File: config.mk
export PLATFORM = sky130hd
export DESIGN_NAME = status_crc_condition_unit
export DESIGN_NICKNAME = d
export VERILOG_FILES = /design/src/pkg/status_crc_pkg.sv /design/src/rtl/work_reg_file.sv /design/src/rtl/status_crc_condition_unit.sv
export SDC_FILE = /design/constraint.sdc
export NUM_CORES = 1
export LEC_CHECK = 0
export ABC_AREA = 0
export ABC_CLOCK_PERIOD_IN_PS = 5400
export BUFFER_PORTS_ARGS = -buffer_cell sky130_fd_sc_hd__buf_2
export CORE_MARGIN = 8
export CORE_UTILIZATION = 45
export CTS_CLUSTER_SIZE = 12
export DETAILED_ROUTE_END_ITERATION = 8
export HOLD_SLACK_MARGIN = 0.1
export SLEW_MARGIN = 20
export SYNTH_ARGS = -nofsm -noshare
export SYNTH_HDL_FRONTEND = slang
export SYNTH_SLANG_ARGS = --single-unit
File: constraint.sdc
create_clock -name i_clk_sys -period 5.4 [get_ports i_clk_sys]
set_clock_uncertainty 0.05 [all_clocks]
set_input_delay 0.54 -clock i_clk_sys [delete_from_list [all_inputs] [get_ports i_clk_sys]]
set_output_delay 0.54 -clock i_clk_sys [all_outputs]
set_load 0.05 [all_outputs]
File: src/pkg/status_crc_pkg.sv
package status_crc_pkg;

  // ==========================================================================
  // Instruction field positions
  localparam int unsigned BW_BIT = 15;
  localparam int unsigned QUAD_HI = 14;
  localparam int unsigned QUAD_LO = 13;
  localparam int unsigned MID_A_HI = 12;
  localparam int unsigned MID_A_LO = 9;
  localparam int unsigned MID_B_HI = 8;
  localparam int unsigned MID_B_LO = 5;
  localparam int unsigned LOW_HI = 4;
  localparam int unsigned LOW_LO = 0;
  localparam int unsigned TEST_HI = 4;
  localparam int unsigned TEST_LO = 1;

  // ==========================================================================
  // Field codes
  localparam logic [1:0] QUAD_RAM = 2'h2;
  localparam logic [1:0] QUAD_NONRAM = 2'h3;
  localparam logic [3:0] MID_STATUS = 4'ha;
  localparam logic [3:0] MID_SET = 4'hb;
  localparam logic [3:0] MID_RESET = 4'ha;
  localparam logic [3:0] MID_SAVE = 4'h7;
  localparam logic [3:0] MID_TEST = 4'h9;
  localparam logic [3:0] MID_NOOP = 4'h8;
  localparam logic [3:0] MID_CRC = 4'h6;
  localparam logic [3:0] MID_CRC_FWD = 4'h3;
  localparam logic [3:0] MID_CRC_REV = 4'h9;

  // Group select codes for set and reset
  localparam logic [4:0] SEL_ARITH = 5'h03;
  localparam logic [4:0] SEL_LINK = 5'h05;
  localparam logic [4:0] SEL_UF1 = 5'h06;
  localparam logic [4:0] SEL_UF2 = 5'h09;
  localparam logic [4:0] SEL_UF3 = 5'h0a;

  // Non-RAM save destinations
  localparam logic [4:0] DEST_RESULT_BUS = 5'h00;
  localparam logic [4:0] DEST_ACCUMULATOR = 5'h01;
  localparam logic [4:0] NOOP_LOW = 5'h00;

  // ==========================================================================
  // Status byte layout
  localparam int unsigned ST_ZERO = 0;
  localparam int unsigned ST_CARRY = 1;
  localparam int unsigned ST_NEG = 2;
  localparam int unsigned ST_OVF = 3;
  localparam int unsigned ST_LINK = 4;
  localparam int unsigned ST_UF1 = 5;
  localparam int unsigned ST_UF2 = 6;
  localparam int unsigned ST_UF3 = 7;
  localparam logic [7:0] STATUS_RESET = 8'h00;
  localparam logic [15:0] ACC_RESET = 16'h0000;

  // Condition codes
  localparam logic [3:0] TC_LESS_EQ = 4'h0;
  localparam logic [3:0] TC_N_XOR_V = 4'h1;
  localparam logic [3:0] TC_ZERO = 4'h2;
  localparam logic [3:0] TC_OVF = 4'h3;
  localparam logic [3:0] TC_LOW = 4'h4;
  localparam logic [3:0] TC_CARRY = 4'h5;
  localparam logic [3:0] TC_ZERO_NOCARRY = 4'h6;
  localparam logic [3:0] TC_NEG = 4'h7;
  localparam logic [3:0] TC_LINK = 4'h8;
  localparam logic [3:0] TC_UF1 = 4'h9;
  localparam logic [3:0] TC_UF2 = 4'ha;
  localparam logic [3:0] TC_UF3 = 4'hb;

endpackage

File: src/rtl/work_reg_file.sv
`timescale 1ns/1ns
module work_reg_file
(
  // Clock; no reset
  input wire logic i_clk_sys,
  // Read port, registered data
  input wire logic [4:0] i_rd_addr,
  output logic [15:0] o_rd_data,
  // Write port
  input wire logic i_wr_en,
  input wire logic [4:0] i_wr_addr,
  input wire logic [15:0] i_wr_data
);

  logic [15:0] mem_q [32];
  logic [15:0] rd_q;

  // ==========================================================================
  // Storage, no reset so it maps onto a plain RAM
  always_ff @(posedge i_clk_sys)
  begin
    if (i_wr_en)
    begin
      mem_q[i_wr_addr] <= i_wr_data;
    end
    rd_q <= mem_q[i_rd_addr];
  end

  assign o_rd_data = rd_q;

endmodule // work_reg_file

File: src/rtl/status_crc_condition_unit.sv
`timescale 1ns/1ns
// Notes on behaviour
// - Forward step: Y[i]=((link^reg15)&acc[i])^reg[i-1], bit 0 uses zero.
// - Reverse step: Y[i]=((link^reg0)&acc[i])^reg[i+1], bit 15 uses zero.
// - Step loads link with shifted-out bit; N,Z update; V,C clear.
// - Link is serial input, accumulator is polynomial, register holds sum.
// - Status byte: uf3,uf2,uf1,link,overflow,negative,carry,zero.
// - Set-status decode and group select codes force groups to one.
// - Set-status drives result bus all ones; others keep.
// - Reset-status uses same group codes, forcing groups to zero.
// - Reset-status drives result bus all zeros; others keep.
// - Save writes status to low byte; byte keeps upper of register or accumulator, word and result bus zero it.
// - Save: quad 10 to register; quad 11 to bus or accumulator.
// - Twelve conditions selectable by code on instruction bits 4..1.
// - Test-status instruction changes no flag; result bus undefined.
// - Test bus may pick condition; instruction selection has priority.
// - No-operation changes nothing; result bus undefined.
module status_crc_condition_unit
(
  // Clock and reset
  input wire logic i_clk_sys,
  input wire logic i_rst,
  // Instruction word from the sequencer pipeline
  input wire logic [15:0] i_instr,
  // Test bus ports; output enable is held low, so the unit only listens
  input wire logic [3:0] i_test_bus,
  input wire logic i_test_bus_oe_req,
  output logic [3:0] o_test_bus,
  output logic o_test_bus_oe,
  // Results
  output logic [15:0] o_result,
  output logic o_cond_test_out,
  output logic [7:0] o_condition_status_byte,
  output logic [15:0] o_accumulator
);

  // ==========================================================================
  // Decode
  logic [1:0] quad;
  logic [3:0] mid_a;
  logic [3:0] mid_b;
  logic [4:0] low5;
  logic is_set;
  logic is_reset;
  logic is_save_reg;
  logic is_save_nonreg;
  logic is_test;
  logic is_crc_fwd;
  logic is_crc_rev;

  assign quad = i_instr[status_crc_pkg::QUAD_HI:status_crc_pkg::QUAD_LO];
  assign mid_a = i_instr[status_crc_pkg::MID_A_HI:status_crc_pkg::MID_A_LO];
  assign mid_b = i_instr[status_crc_pkg::MID_B_HI:status_crc_pkg::MID_B_LO];
  assign low5 = i_instr[status_crc_pkg::LOW_HI:status_crc_pkg::LOW_LO];

  assign is_set = !i_instr[status_crc_pkg::BW_BIT]
    && quad == status_crc_pkg::QUAD_NONRAM
    && mid_a == status_crc_pkg::MID_SET
    && mid_b == status_crc_pkg::MID_STATUS;
  assign is_reset = !i_instr[status_crc_pkg::BW_BIT]
    && quad == status_crc_pkg::QUAD_NONRAM
    && mid_a == status_crc_pkg::MID_RESET
    && mid_b == status_crc_pkg::MID_STATUS;
  assign is_save_reg = quad == status_crc_pkg::QUAD_RAM
    && mid_a == status_crc_pkg::MID_SAVE
    && mid_b == status_crc_pkg::MID_STATUS;
  assign is_save_nonreg = quad == status_crc_pkg::QUAD_NONRAM
    && mid_a == status_crc_pkg::MID_SAVE
    && mid_b == status_crc_pkg::MID_STATUS;
  assign is_test = !i_instr[status_crc_pkg::BW_BIT]
    && quad == status_crc_pkg::QUAD_NONRAM
    && mid_a == status_crc_pkg::MID_TEST
    && mid_b == status_crc_pkg::MID_STATUS
    && !low5[0];
  assign is_crc_fwd = i_instr[status_crc_pkg::BW_BIT]
    && quad == status_crc_pkg::QUAD_RAM
    && mid_a == status_crc_pkg::MID_CRC
    && mid_b == status_crc_pkg::MID_CRC_FWD;
  assign is_crc_rev = i_instr[status_crc_pkg::BW_BIT]
    && quad == status_crc_pkg::QUAD_RAM
    && mid_a == status_crc_pkg::MID_CRC
    && mid_b == status_crc_pkg::MID_CRC_REV;

  // Group mask, shared by set and reset
  function automatic logic [7:0] group_mask(input logic [4:0] sel);
    logic [7:0] m;
    m = 8'h00;
    unique case (sel)
      status_crc_pkg::SEL_ARITH: m = 8'h0f;
      status_crc_pkg::SEL_LINK: m = 8'h01 << status_crc_pkg::ST_LINK;
      status_crc_pkg::SEL_UF1: m = 8'h01 << status_crc_pkg::ST_UF1;
      status_crc_pkg::SEL_UF2: m = 8'h01 << status_crc_pkg::ST_UF2;
      status_crc_pkg::SEL_UF3: m = 8'h01 << status_crc_pkg::ST_UF3;
      default: m = 8'h00;
    endcase
    return m;
  endfunction

  // Condition select
  function automatic logic cond_of(input logic [3:0] c, input logic [7:0] s);
    logic n;
    logic v;
    logic z;
    logic k;
    n = s[status_crc_pkg::ST_NEG];
    v = s[status_crc_pkg::ST_OVF];
    z = s[status_crc_pkg::ST_ZERO];
    k = s[status_crc_pkg::ST_CARRY];
    unique case (c)
      status_crc_pkg::TC_LESS_EQ: cond_of = (n ^ v) | z;
      status_crc_pkg::TC_N_XOR_V: cond_of = n ^ v;
      status_crc_pkg::TC_ZERO: cond_of = z;
      status_crc_pkg::TC_OVF: cond_of = v;
      status_crc_pkg::TC_LOW: cond_of = 1'b0;
      status_crc_pkg::TC_CARRY: cond_of = k;
      status_crc_pkg::TC_ZERO_NOCARRY: cond_of = z | !k;
      status_crc_pkg::TC_NEG: cond_of = n;
      status_crc_pkg::TC_LINK: cond_of = s[status_crc_pkg::ST_LINK];
      status_crc_pkg::TC_UF1: cond_of = s[status_crc_pkg::ST_UF1];
      status_crc_pkg::TC_UF2: cond_of = s[status_crc_pkg::ST_UF2];
      status_crc_pkg::TC_UF3: cond_of = s[status_crc_pkg::ST_UF3];
      default: cond_of = 1'b0;
    endcase
  endfunction

  // ==========================================================================
  // Working registers; read data registered, so a CRC uses a two-cycle step
  logic [15:0] rd_data;
  logic wr_en_q;
  logic wr_en_d;
  logic [4:0] wr_addr_q;
  logic [4:0] wr_addr_d;
  logic [15:0] wr_data_q;
  logic [15:0] wr_data_d;

  work_reg_file u_regs
  (
    .i_clk_sys(i_clk_sys),
    .i_rd_addr(low5),
    .o_rd_data(rd_data),
    .i_wr_en(wr_en_q),
    .i_wr_addr(wr_addr_q),
    .i_wr_data(wr_data_q)
  );

  // Bypass so a read right after a write sees the new word
  logic [15:0] reg_val;
  logic bypass_q;
  assign reg_val = bypass_q ? wr_data_q : rd_data;

  // ==========================================================================
  // Sequencing: CRC and register save wait one cycle for read data
  typedef enum logic [0:0] {ST_ISSUE = 1'b0, ST_EXEC = 1'b1} phase_e;
  phase_e phase_q;
  phase_e phase_d;
  logic [7:0] status_q;
  logic [7:0] status_d;
  logic [15:0] acc_q;
  logic [15:0] acc_d;
  logic [15:0] result_q;
  logic [15:0] result_d;
  logic cond_q;
  logic cond_d;
  logic [15:0] crc_y;
  logic link_in;
  logic fb;
  logic needs_read;

  assign needs_read = is_crc_fwd || is_crc_rev || is_save_reg;
  assign link_in = status_q[status_crc_pkg::ST_LINK];

  always_comb
  begin
    fb = 1'b0;
    crc_y = 16'h0000;
    if (is_crc_fwd)
    begin
      fb = link_in ^ reg_val[15];
      crc_y = ({16{fb}} & acc_q) ^ {reg_val[14:0], 1'b0};
    end
    else
    begin
      fb = link_in ^ reg_val[0];
      crc_y = ({16{fb}} & acc_q) ^ {1'b0, reg_val[15:1]};
    end
  end

  always_comb
  begin
    phase_d = ST_ISSUE;
    status_d = status_q;
    acc_d = acc_q;
    result_d = result_q;
    wr_en_d = 1'b0;
    wr_addr_d = low5;
    wr_data_d = wr_data_q;
    // Instruction code wins over the test bus
    if (is_test)
    begin
      cond_d = cond_of(
        i_instr[status_crc_pkg::TEST_HI:status_crc_pkg::TEST_LO],
        status_q);
    end
    else
    begin
      cond_d = cond_of(i_test_bus, status_q);
    end
    if (is_set)
    begin
      status_d = status_q | group_mask(low5);
      result_d = 16'hffff;
    end
    else if (is_reset)
    begin
      status_d = status_q & ~group_mask(low5);
      result_d = 16'h0000;
    end
    else if (is_save_nonreg)
    begin
      result_d = {8'h00, status_q};
      if (low5 == status_crc_pkg::DEST_ACCUMULATOR)
      begin
        acc_d = i_instr[status_crc_pkg::BW_BIT] ? {8'h00, status_q}
          : {acc_q[15:8], status_q};
      end
    end
    else if (needs_read && phase_q == ST_ISSUE)
    begin
      phase_d = ST_EXEC;
    end
    else if (needs_read)
    begin
      wr_en_d = 1'b1;
      if (is_save_reg)
      begin
        result_d = {8'h00, status_q};
        wr_data_d = i_instr[status_crc_pkg::BW_BIT] ? {8'h00, status_q}
          : {reg_val[15:8], status_q};
      end
      else
      begin
        result_d = crc_y;
        wr_data_d = crc_y;
        status_d[status_crc_pkg::ST_LINK] = is_crc_fwd ? reg_val[15]
          : reg_val[0];
        status_d[status_crc_pkg::ST_NEG] = crc_y[15];
        status_d[status_crc_pkg::ST_ZERO] = crc_y == 16'h0000;
        status_d[status_crc_pkg::ST_OVF] = 1'b0;
        status_d[status_crc_pkg::ST_CARRY] = 1'b0;
      end
    end
    // Test and no-op fall through: only the condition output changes
  end

  // ==========================================================================
  // Registers
  always_ff @(posedge i_clk_sys)
  begin
    if (i_rst)
    begin
      phase_q <= ST_ISSUE;
      status_q <= status_crc_pkg::STATUS_RESET;
      acc_q <= status_crc_pkg::ACC_RESET;
      result_q <= 16'h0000;
      cond_q <= 1'b0;
      wr_en_q <= 1'b0;
      wr_addr_q <= 5'h00;
      wr_data_q <= 16'h0000;
      bypass_q <= 1'b0;
    end
    else
    begin
      phase_q <= phase_d;
      status_q <= status_d;
      acc_q <= acc_d;
      result_q <= result_d;
      cond_q <= cond_d;
      wr_en_q <= wr_en_d;
      wr_addr_q <= wr_addr_d;
      wr_data_q <= wr_data_d;
      bypass_q <= wr_en_q && wr_addr_q == low5;
    end
  end

  // Test bus is input only here; the sequencer drives the code
  assign o_test_bus = 4'h0;
  assign o_test_bus_oe = 1'b0;
  assign o_result = result_q;
  assign o_cond_test_out = cond_q;
  assign o_condition_status_byte = status_q;
  assign o_accumulator = acc_q;

endmodule // status_crc_condition_unit

# Word-level counts from Yosys, hierarchy flattened
# Memories as Yosys holds them, arrays and structs flattened. A register that Yosys moved wholly into a read port is not among the register bits.
# Index checks and enable logic that the tools add are counted.
# word_totals
register_bits,57
mem_bits_rw,512
input_bits,23
out_inout_bits,46
wordCells,133
memories,1
# classes
n_eq_ne,41
n_mux,29
bitwise_logic,17
reduce_logical,35
# mem_list
name,words,width,rd,rd_ports_with_merged_regs,write_ports,line,source
u_regs.mem_q,32,16,1,1,1,work_reg_file.sv:15,logic [15:0] mem_q [32];
# ops
operator,n
$mux 16,10
$eq 4x4->1 const B,13
$pmux 8 s5,1
$and 16x8->16,2
$eq 4x3->1 const B,8
$mux 8,4
$mux 5,5
$pmux 1 s11,2
$eq 4x2->1 const B,5
$logic_and 1x1->1,18
$logic_not 16->1,1
$xor 16x15->16,1
$xor 16x16->16,1
$eq 5x3->1 const B,2
$eq 5x4->1 const B,2
$ne 3x3->1 const B,3
$and 8x8->8,1
$eq 4x1->1 const B,2
$logic_not 4->1,2
$not 8->8,1
$or 8x8->8,1
$reduce_and 4->1,2
$mux 1,6
$eq 5x1->1 const B,1
other kinds (17),28

# Logic depth before layout (Yosys ltp)
# logic_depth
word_depth,12
mapped_depth,10
depth_no_buf,7

# Cells and area by module
# A second synthesis with hierarchy kept.
# unflattened
hier_cells,1581
hier_area_um2,24203.2
# by_module_without_submodules
module,n_inst,cells_per_inst,area_each_um2,seq_area_each_um2
work_reg_file,1,1143,20535.9,15695.1
status_crc_condition_unit,1,438,3667.3,1141.1

# Worst setup path before layout
# No wires, ideal clock.
# synth_timing
path_kind,in2reg
from,input i_instr[0]
to,"register u_regs.rd_q[0] (netlist: u_regs.o_rd_data[0]), read port of u_regs.mem_q"
setup_time_ns,0.136
t_arrival_ns,2.241
required_ns,5.214
setup_slack_ns,2.972
stages,7
path_buffers,4
cell_sequence,buf_2 buf_4 buf_2 buf_2 mux4_2 mux2i_1 o221ai_1
# synth_rtl
item,line,source
start: declaration,status_crc_condition_unit.sv:24,"input wire logic [15:0] i_instr,"
end: declaration,work_reg_file.sv:16,logic [15:0] rd_q;

# Final worst setup path
# layout_timing
from,register bypass_q
to,register status_q[0] (netlist: o_condition_status_byte[0])
# layout_between
elab_chain_len,12
word_cells_on_any_way,15
classes_between,mux: 8; bitwise: 6; reduce/logical: 1
# layout_lines
item,line,source
start: declaration,status_crc_condition_unit.sv:148,logic bypass_q;
start signal: assignment,status_crc_condition_unit.sv:281,bypass_q <= wr_en_q && wr_addr_q == low5;
$mux 16 (*),status_crc_condition_unit.sv:149,assign reg_val = bypass_q ? wr_data_q : rd_data;
$xor 1x1->1 (on tied branches),"status_crc_condition_unit.sv:183, status_crc_condition_unit.sv:178",
$and 16x8->16 (on tied branches),"status_crc_condition_unit.sv:184, status_crc_condition_unit.sv:179",
$xor 16x15->16 or $xor 16x16->16 (tied branches),"status_crc_condition_unit.sv:184, status_crc_condition_unit.sv:179",
$mux 16 (*),status_crc_condition_unit.sv:176,if (is_crc_fwd)
$logic_not 16->1 (*),status_crc_condition_unit.sv:247,status_d[status_crc_pkg::ST_ZERO] = crc_y == 16'h0000;
$mux 5 (*),status_crc_condition_unit.sv:234,if (is_save_reg)
$mux 5 (*),status_crc_condition_unit.sv:231,else if (needs_read)
$mux 5 (*),status_crc_condition_unit.sv:227,else if (needs_read && phase_q == ST_ISSUE)
$mux 5 (*),status_crc_condition_unit.sv:218,else if (is_save_nonreg)
$mux 5 (*),status_crc_condition_unit.sv:213,else if (is_reset)
$mux 8 (*),status_crc_condition_unit.sv:208,if (is_set)
end signal: assignment,status_crc_condition_unit.sv:262,status_q <= status_crc_pkg::STATUS_RESET;
end signal: assignment,status_crc_condition_unit.sv:274,status_q <= status_d;
end: declaration,status_crc_condition_unit.sv:156,logic [7:0] status_q;
# Mark *: on every way between the ends. The rest lies on a longest branch, timed or not. The select of a mux whose other input is x is not followed.
# A chain may end at the register's enable or synchronous reset.

==> results.txt <==
----------------------------------------------------
[Finish]
  Most frequent cells in the layout ... edfxtp_1, mux4_2, nor2_1
  Growth of design area from synthesis to finish ... 13.0%
  Fraction of final layout cells sized beyond drive strength 1 ... 25.3%
  Sequential cell area ... 16,800 um2
  Area used by multi-input combinational logic ... 6590 um2
  Fill cells ... 4,258
  Number of antenna diodes ... 0
  Most common library cell in the layout ignoring fill and taps ... edfxtp_1
  Net total in the final layout ... 1,455

[Clock network]
  CTS-repair resized insts ... 0
  Number of buffers on the longest clock path ... 3
  Number of sinks handled by clock tree synthesis ... 585
  Number of buffers inserted to repair setup after CTS ... 0
  CTS Hold Bufs ... 0
  CTS tree ... yes
  Cts bufs inserted ... 61
  Root buffer cell ... clkbuf_16
  Insertion delay to the later sink of the worst-skew pair ... 630 ps
  Count of H-tree levels built during CTS ... 2
  Clock-pin slew reported for the worst setup and hold paths after clock tree synthesis ... 60 ps

[Global routing]
  Initial antenna violation count ... 0
  Pin count of the biggest net entering global routing ... 80
  Number of global-route vias before repair ... 12.8k
  Gr ovfl total ... 0
  First-pass GRT wire length ... 85.3 mm
  GR Util All Layers ... 18.8%

[Pwr]
  Leakage Power ... 7.66 nW
  PD cells ... 339 nW/um2
  Overall power ... 0.00917 W
  Worst IR Drop VDD ... 0.000235 V

[Timing]
  RSZ-0062 raised after global routing ... false
  Measured slew at the worst slew-check pin ... 835 ps
  Normalized max-slew margin ... 44.3%
  Number of setup violations in the final report ... 0
  Clock period minus final worst setup slack ... 3180 ps
  Count of pins over their slew limit ... 0
  Final hold violation count ... 0
  Fin worst setup slack ... 2220 ps
  Period utilization ... 58.8%
  Final setup TNS ... 0 ps
  Achievable Freq ... 315 MHz

[Route]
  Detailed-route wire length per cell ... 26.5 um
  Drt pass-1 iters ... 5
  Routed via count divided by cell count ... 5.87
  Post-detailed-routing wire length ... 57.4 mm
  Detailed-route DRC error count ... 0
  Starting DRC count in detailed routing ... 1,256
  Post-detailed-route count of antenna-violating nets ... 0
  Vias ... 12.7k

[Setup path]
  Required time of the worst setup path ... 5910 ps
  Critical path class ... flop to flop
  Slowest Stage Delay on Critical Path ... 860 ps
  Crit-path slowest cell ... dfxtp_1
  Startpoint type of the worst setup path ... flop
  Cells traversed along the worst timing path ... buf_4 > mux2_4 > xor2_1 > nand2_1 > o22ai_1 > a21oi_1 > nor4b_1 > a41o_1
  Category of the worst setup path capture point ... flop
  Arrival @ worst endpoint ... 3690 ps
  Setup slack, reg-to-reg ... 2220 ps
  Depth of the worst register-to-register path ... 8
  Critical Path Fanout Max ... 21

[Synth]
  Top flip-flop cell by instance count after synthesis ... edfxtp_1
  Post-synth cell types ... 67
  Largest area contributor in the synthesized netlist ... edfxtp_1
  Post-synthesis instance area ... 23,900 um2
  Syn Inst Count ... 1,334
  Number of enable-type register cells in the synthesized netlist ... 512
  Sequential-to-total area share from yosys stat ... 70.4%
  Yosys warning total ... 0
  Synth Register Bits ... 585
  Dominant cells by area after synthesis ... edfxtp_1, mux4_2, dfxtp_1, mux2i_1, nor2_1
  Post-synthesis async set-or-reset flop share ... 0%
  Fraction of synthesized cell area taken by the top area cell type ... 64.3%
  Synth Area per Inst ... 17.9 um2

[Floorplan]
  Die area ... 60,800 um2
  Die Height ... 247 um
  Core Region ... 52,600 um2
  Initial core utilization ... 45.5%
  Total number of placement rows ... 84
  # IOs ... 69
  Horiz. Die Dim ... 247 um

[Worst hold path]
  Hold Path Class ... primary input to flop
  Hold Crit Depth ... 4

[Placed design]
  Placer Congestion ... 0.816
  Worst slack at placement ... 2150 ps
  Sum of net half-perimeters after detailed placement ... 33.4 mm
  PortBufs ... 54

[Run status]
  Run status ... completed

[Job]
  Number of violations of the max-capacitance limit ... 0

----------------------------------------------------
## power by group
part           internal (W)  switching [W]
logic             0.0000951       0.000172
clock network       0.00233        0.00171
registers           0.00485     0.00000884
total               0.00727        0.00190
## through the flow
step	instances	hold slack (ps)	util, %	instance area [um2]
after CTS	2169	274	51.4	27000
after global placement	2057	381	47.8	25100
after floorplan	1346	369	-	24000
after detailed placement	2057	393	47.8	25100
final	2169	315	51.4	27000
after global routing	2169	378	51.4	27000
## layout make-up
class / count / area share, %
clock buffer: 91 / 6.32
clock inverter: 21 / 0.764
inverter: 15 / 0.208
multi-input combinational: 652 / 24.4
sequential: 585 / 62.3
tap: 688 / 3.19
timing repair buffer: 117 / 2.85
## critical path, delay by kind of cell, from the launching register on
family | cells | cell delay, ps
buf+inv | 1 | 370
xor+xnor | 1 | 320
compound gates | 3 | 590
simple gates | 2 | 560
flops | 1 | 860
mux | 1 | 360
## routing by layer
metal  GRT usage [%]  share of wire, %  vias to the layer above
li1                -                 -                     5572
met1            25.8                43                     6692
met2            31.2                49                      383
met3            2.73               5.4                       87
met4            5.47               2.5                        0
met5               0                 0                        -
## cells by family (layout without fill, tap and decap cells)
group	Yosys count	in the layout	share of synthesized area, %
AOI/OAI and AO/OA	151	151	4.46
other	1	13	0.0157
muxes	238	238	17.5
buffers and inverters	109	244	2.27
and+or+nand+nor	242	242	5.07
xor gates and xnor gates	8	8	0.324
DFF	585	585	70.4
## sequential cells by signal (all words and copies together), names as in the netlist, named ones only
name	cells
wr_addr_q	5
bypass_q	1
o_cond_test_out	1
o_accumulator	8
phase_q	1
o_condition_status_byte	5
o_result	16
u_regs.mem_q	512
wr_en_q	1
u_regs.o_rd_data	16
wr_data_q	16
## Yosys cell counts, types with 3 or more instances
master,count
nand4_1,3
dfxtp_1,73
nor2_1,103
a211oi_1,19
a21oi_1,37
nor4b_1,3
xor2_1,3
mux2_2,8
edfxtp_1,512
clkbuf_1,43
o21ai_0,16
a22oi_1,5
nand3b_1,9
o221ai_1,17
buf_2,28
nand4b_1,3
buf_6,3
or3b_2,4
a221oi_1,9
nor2b_1,14
a21oi_2,4
xnor2_1,4
mux4_2,141
nor4_1,4
mux2i_1,86
o22ai_1,12
a211o_1,6
nand3_1,18
nor3_1,16
o211ai_1,10
inv_1,15
buf_4,17
nand2b_1,5
nor3b_1,5
nand2_1,36
## final timing paths
path                                                    to   startpoint
worst max-delay path            o_condition_status_byte[0]     bypass_q
worst max register to register  o_condition_status_byte[0]     bypass_q
worst min register to register                     phase_q      phase_q
worst min-delay path                       o_cond_test_out  i_instr[10]
Power figures use the tool's default switching activity.
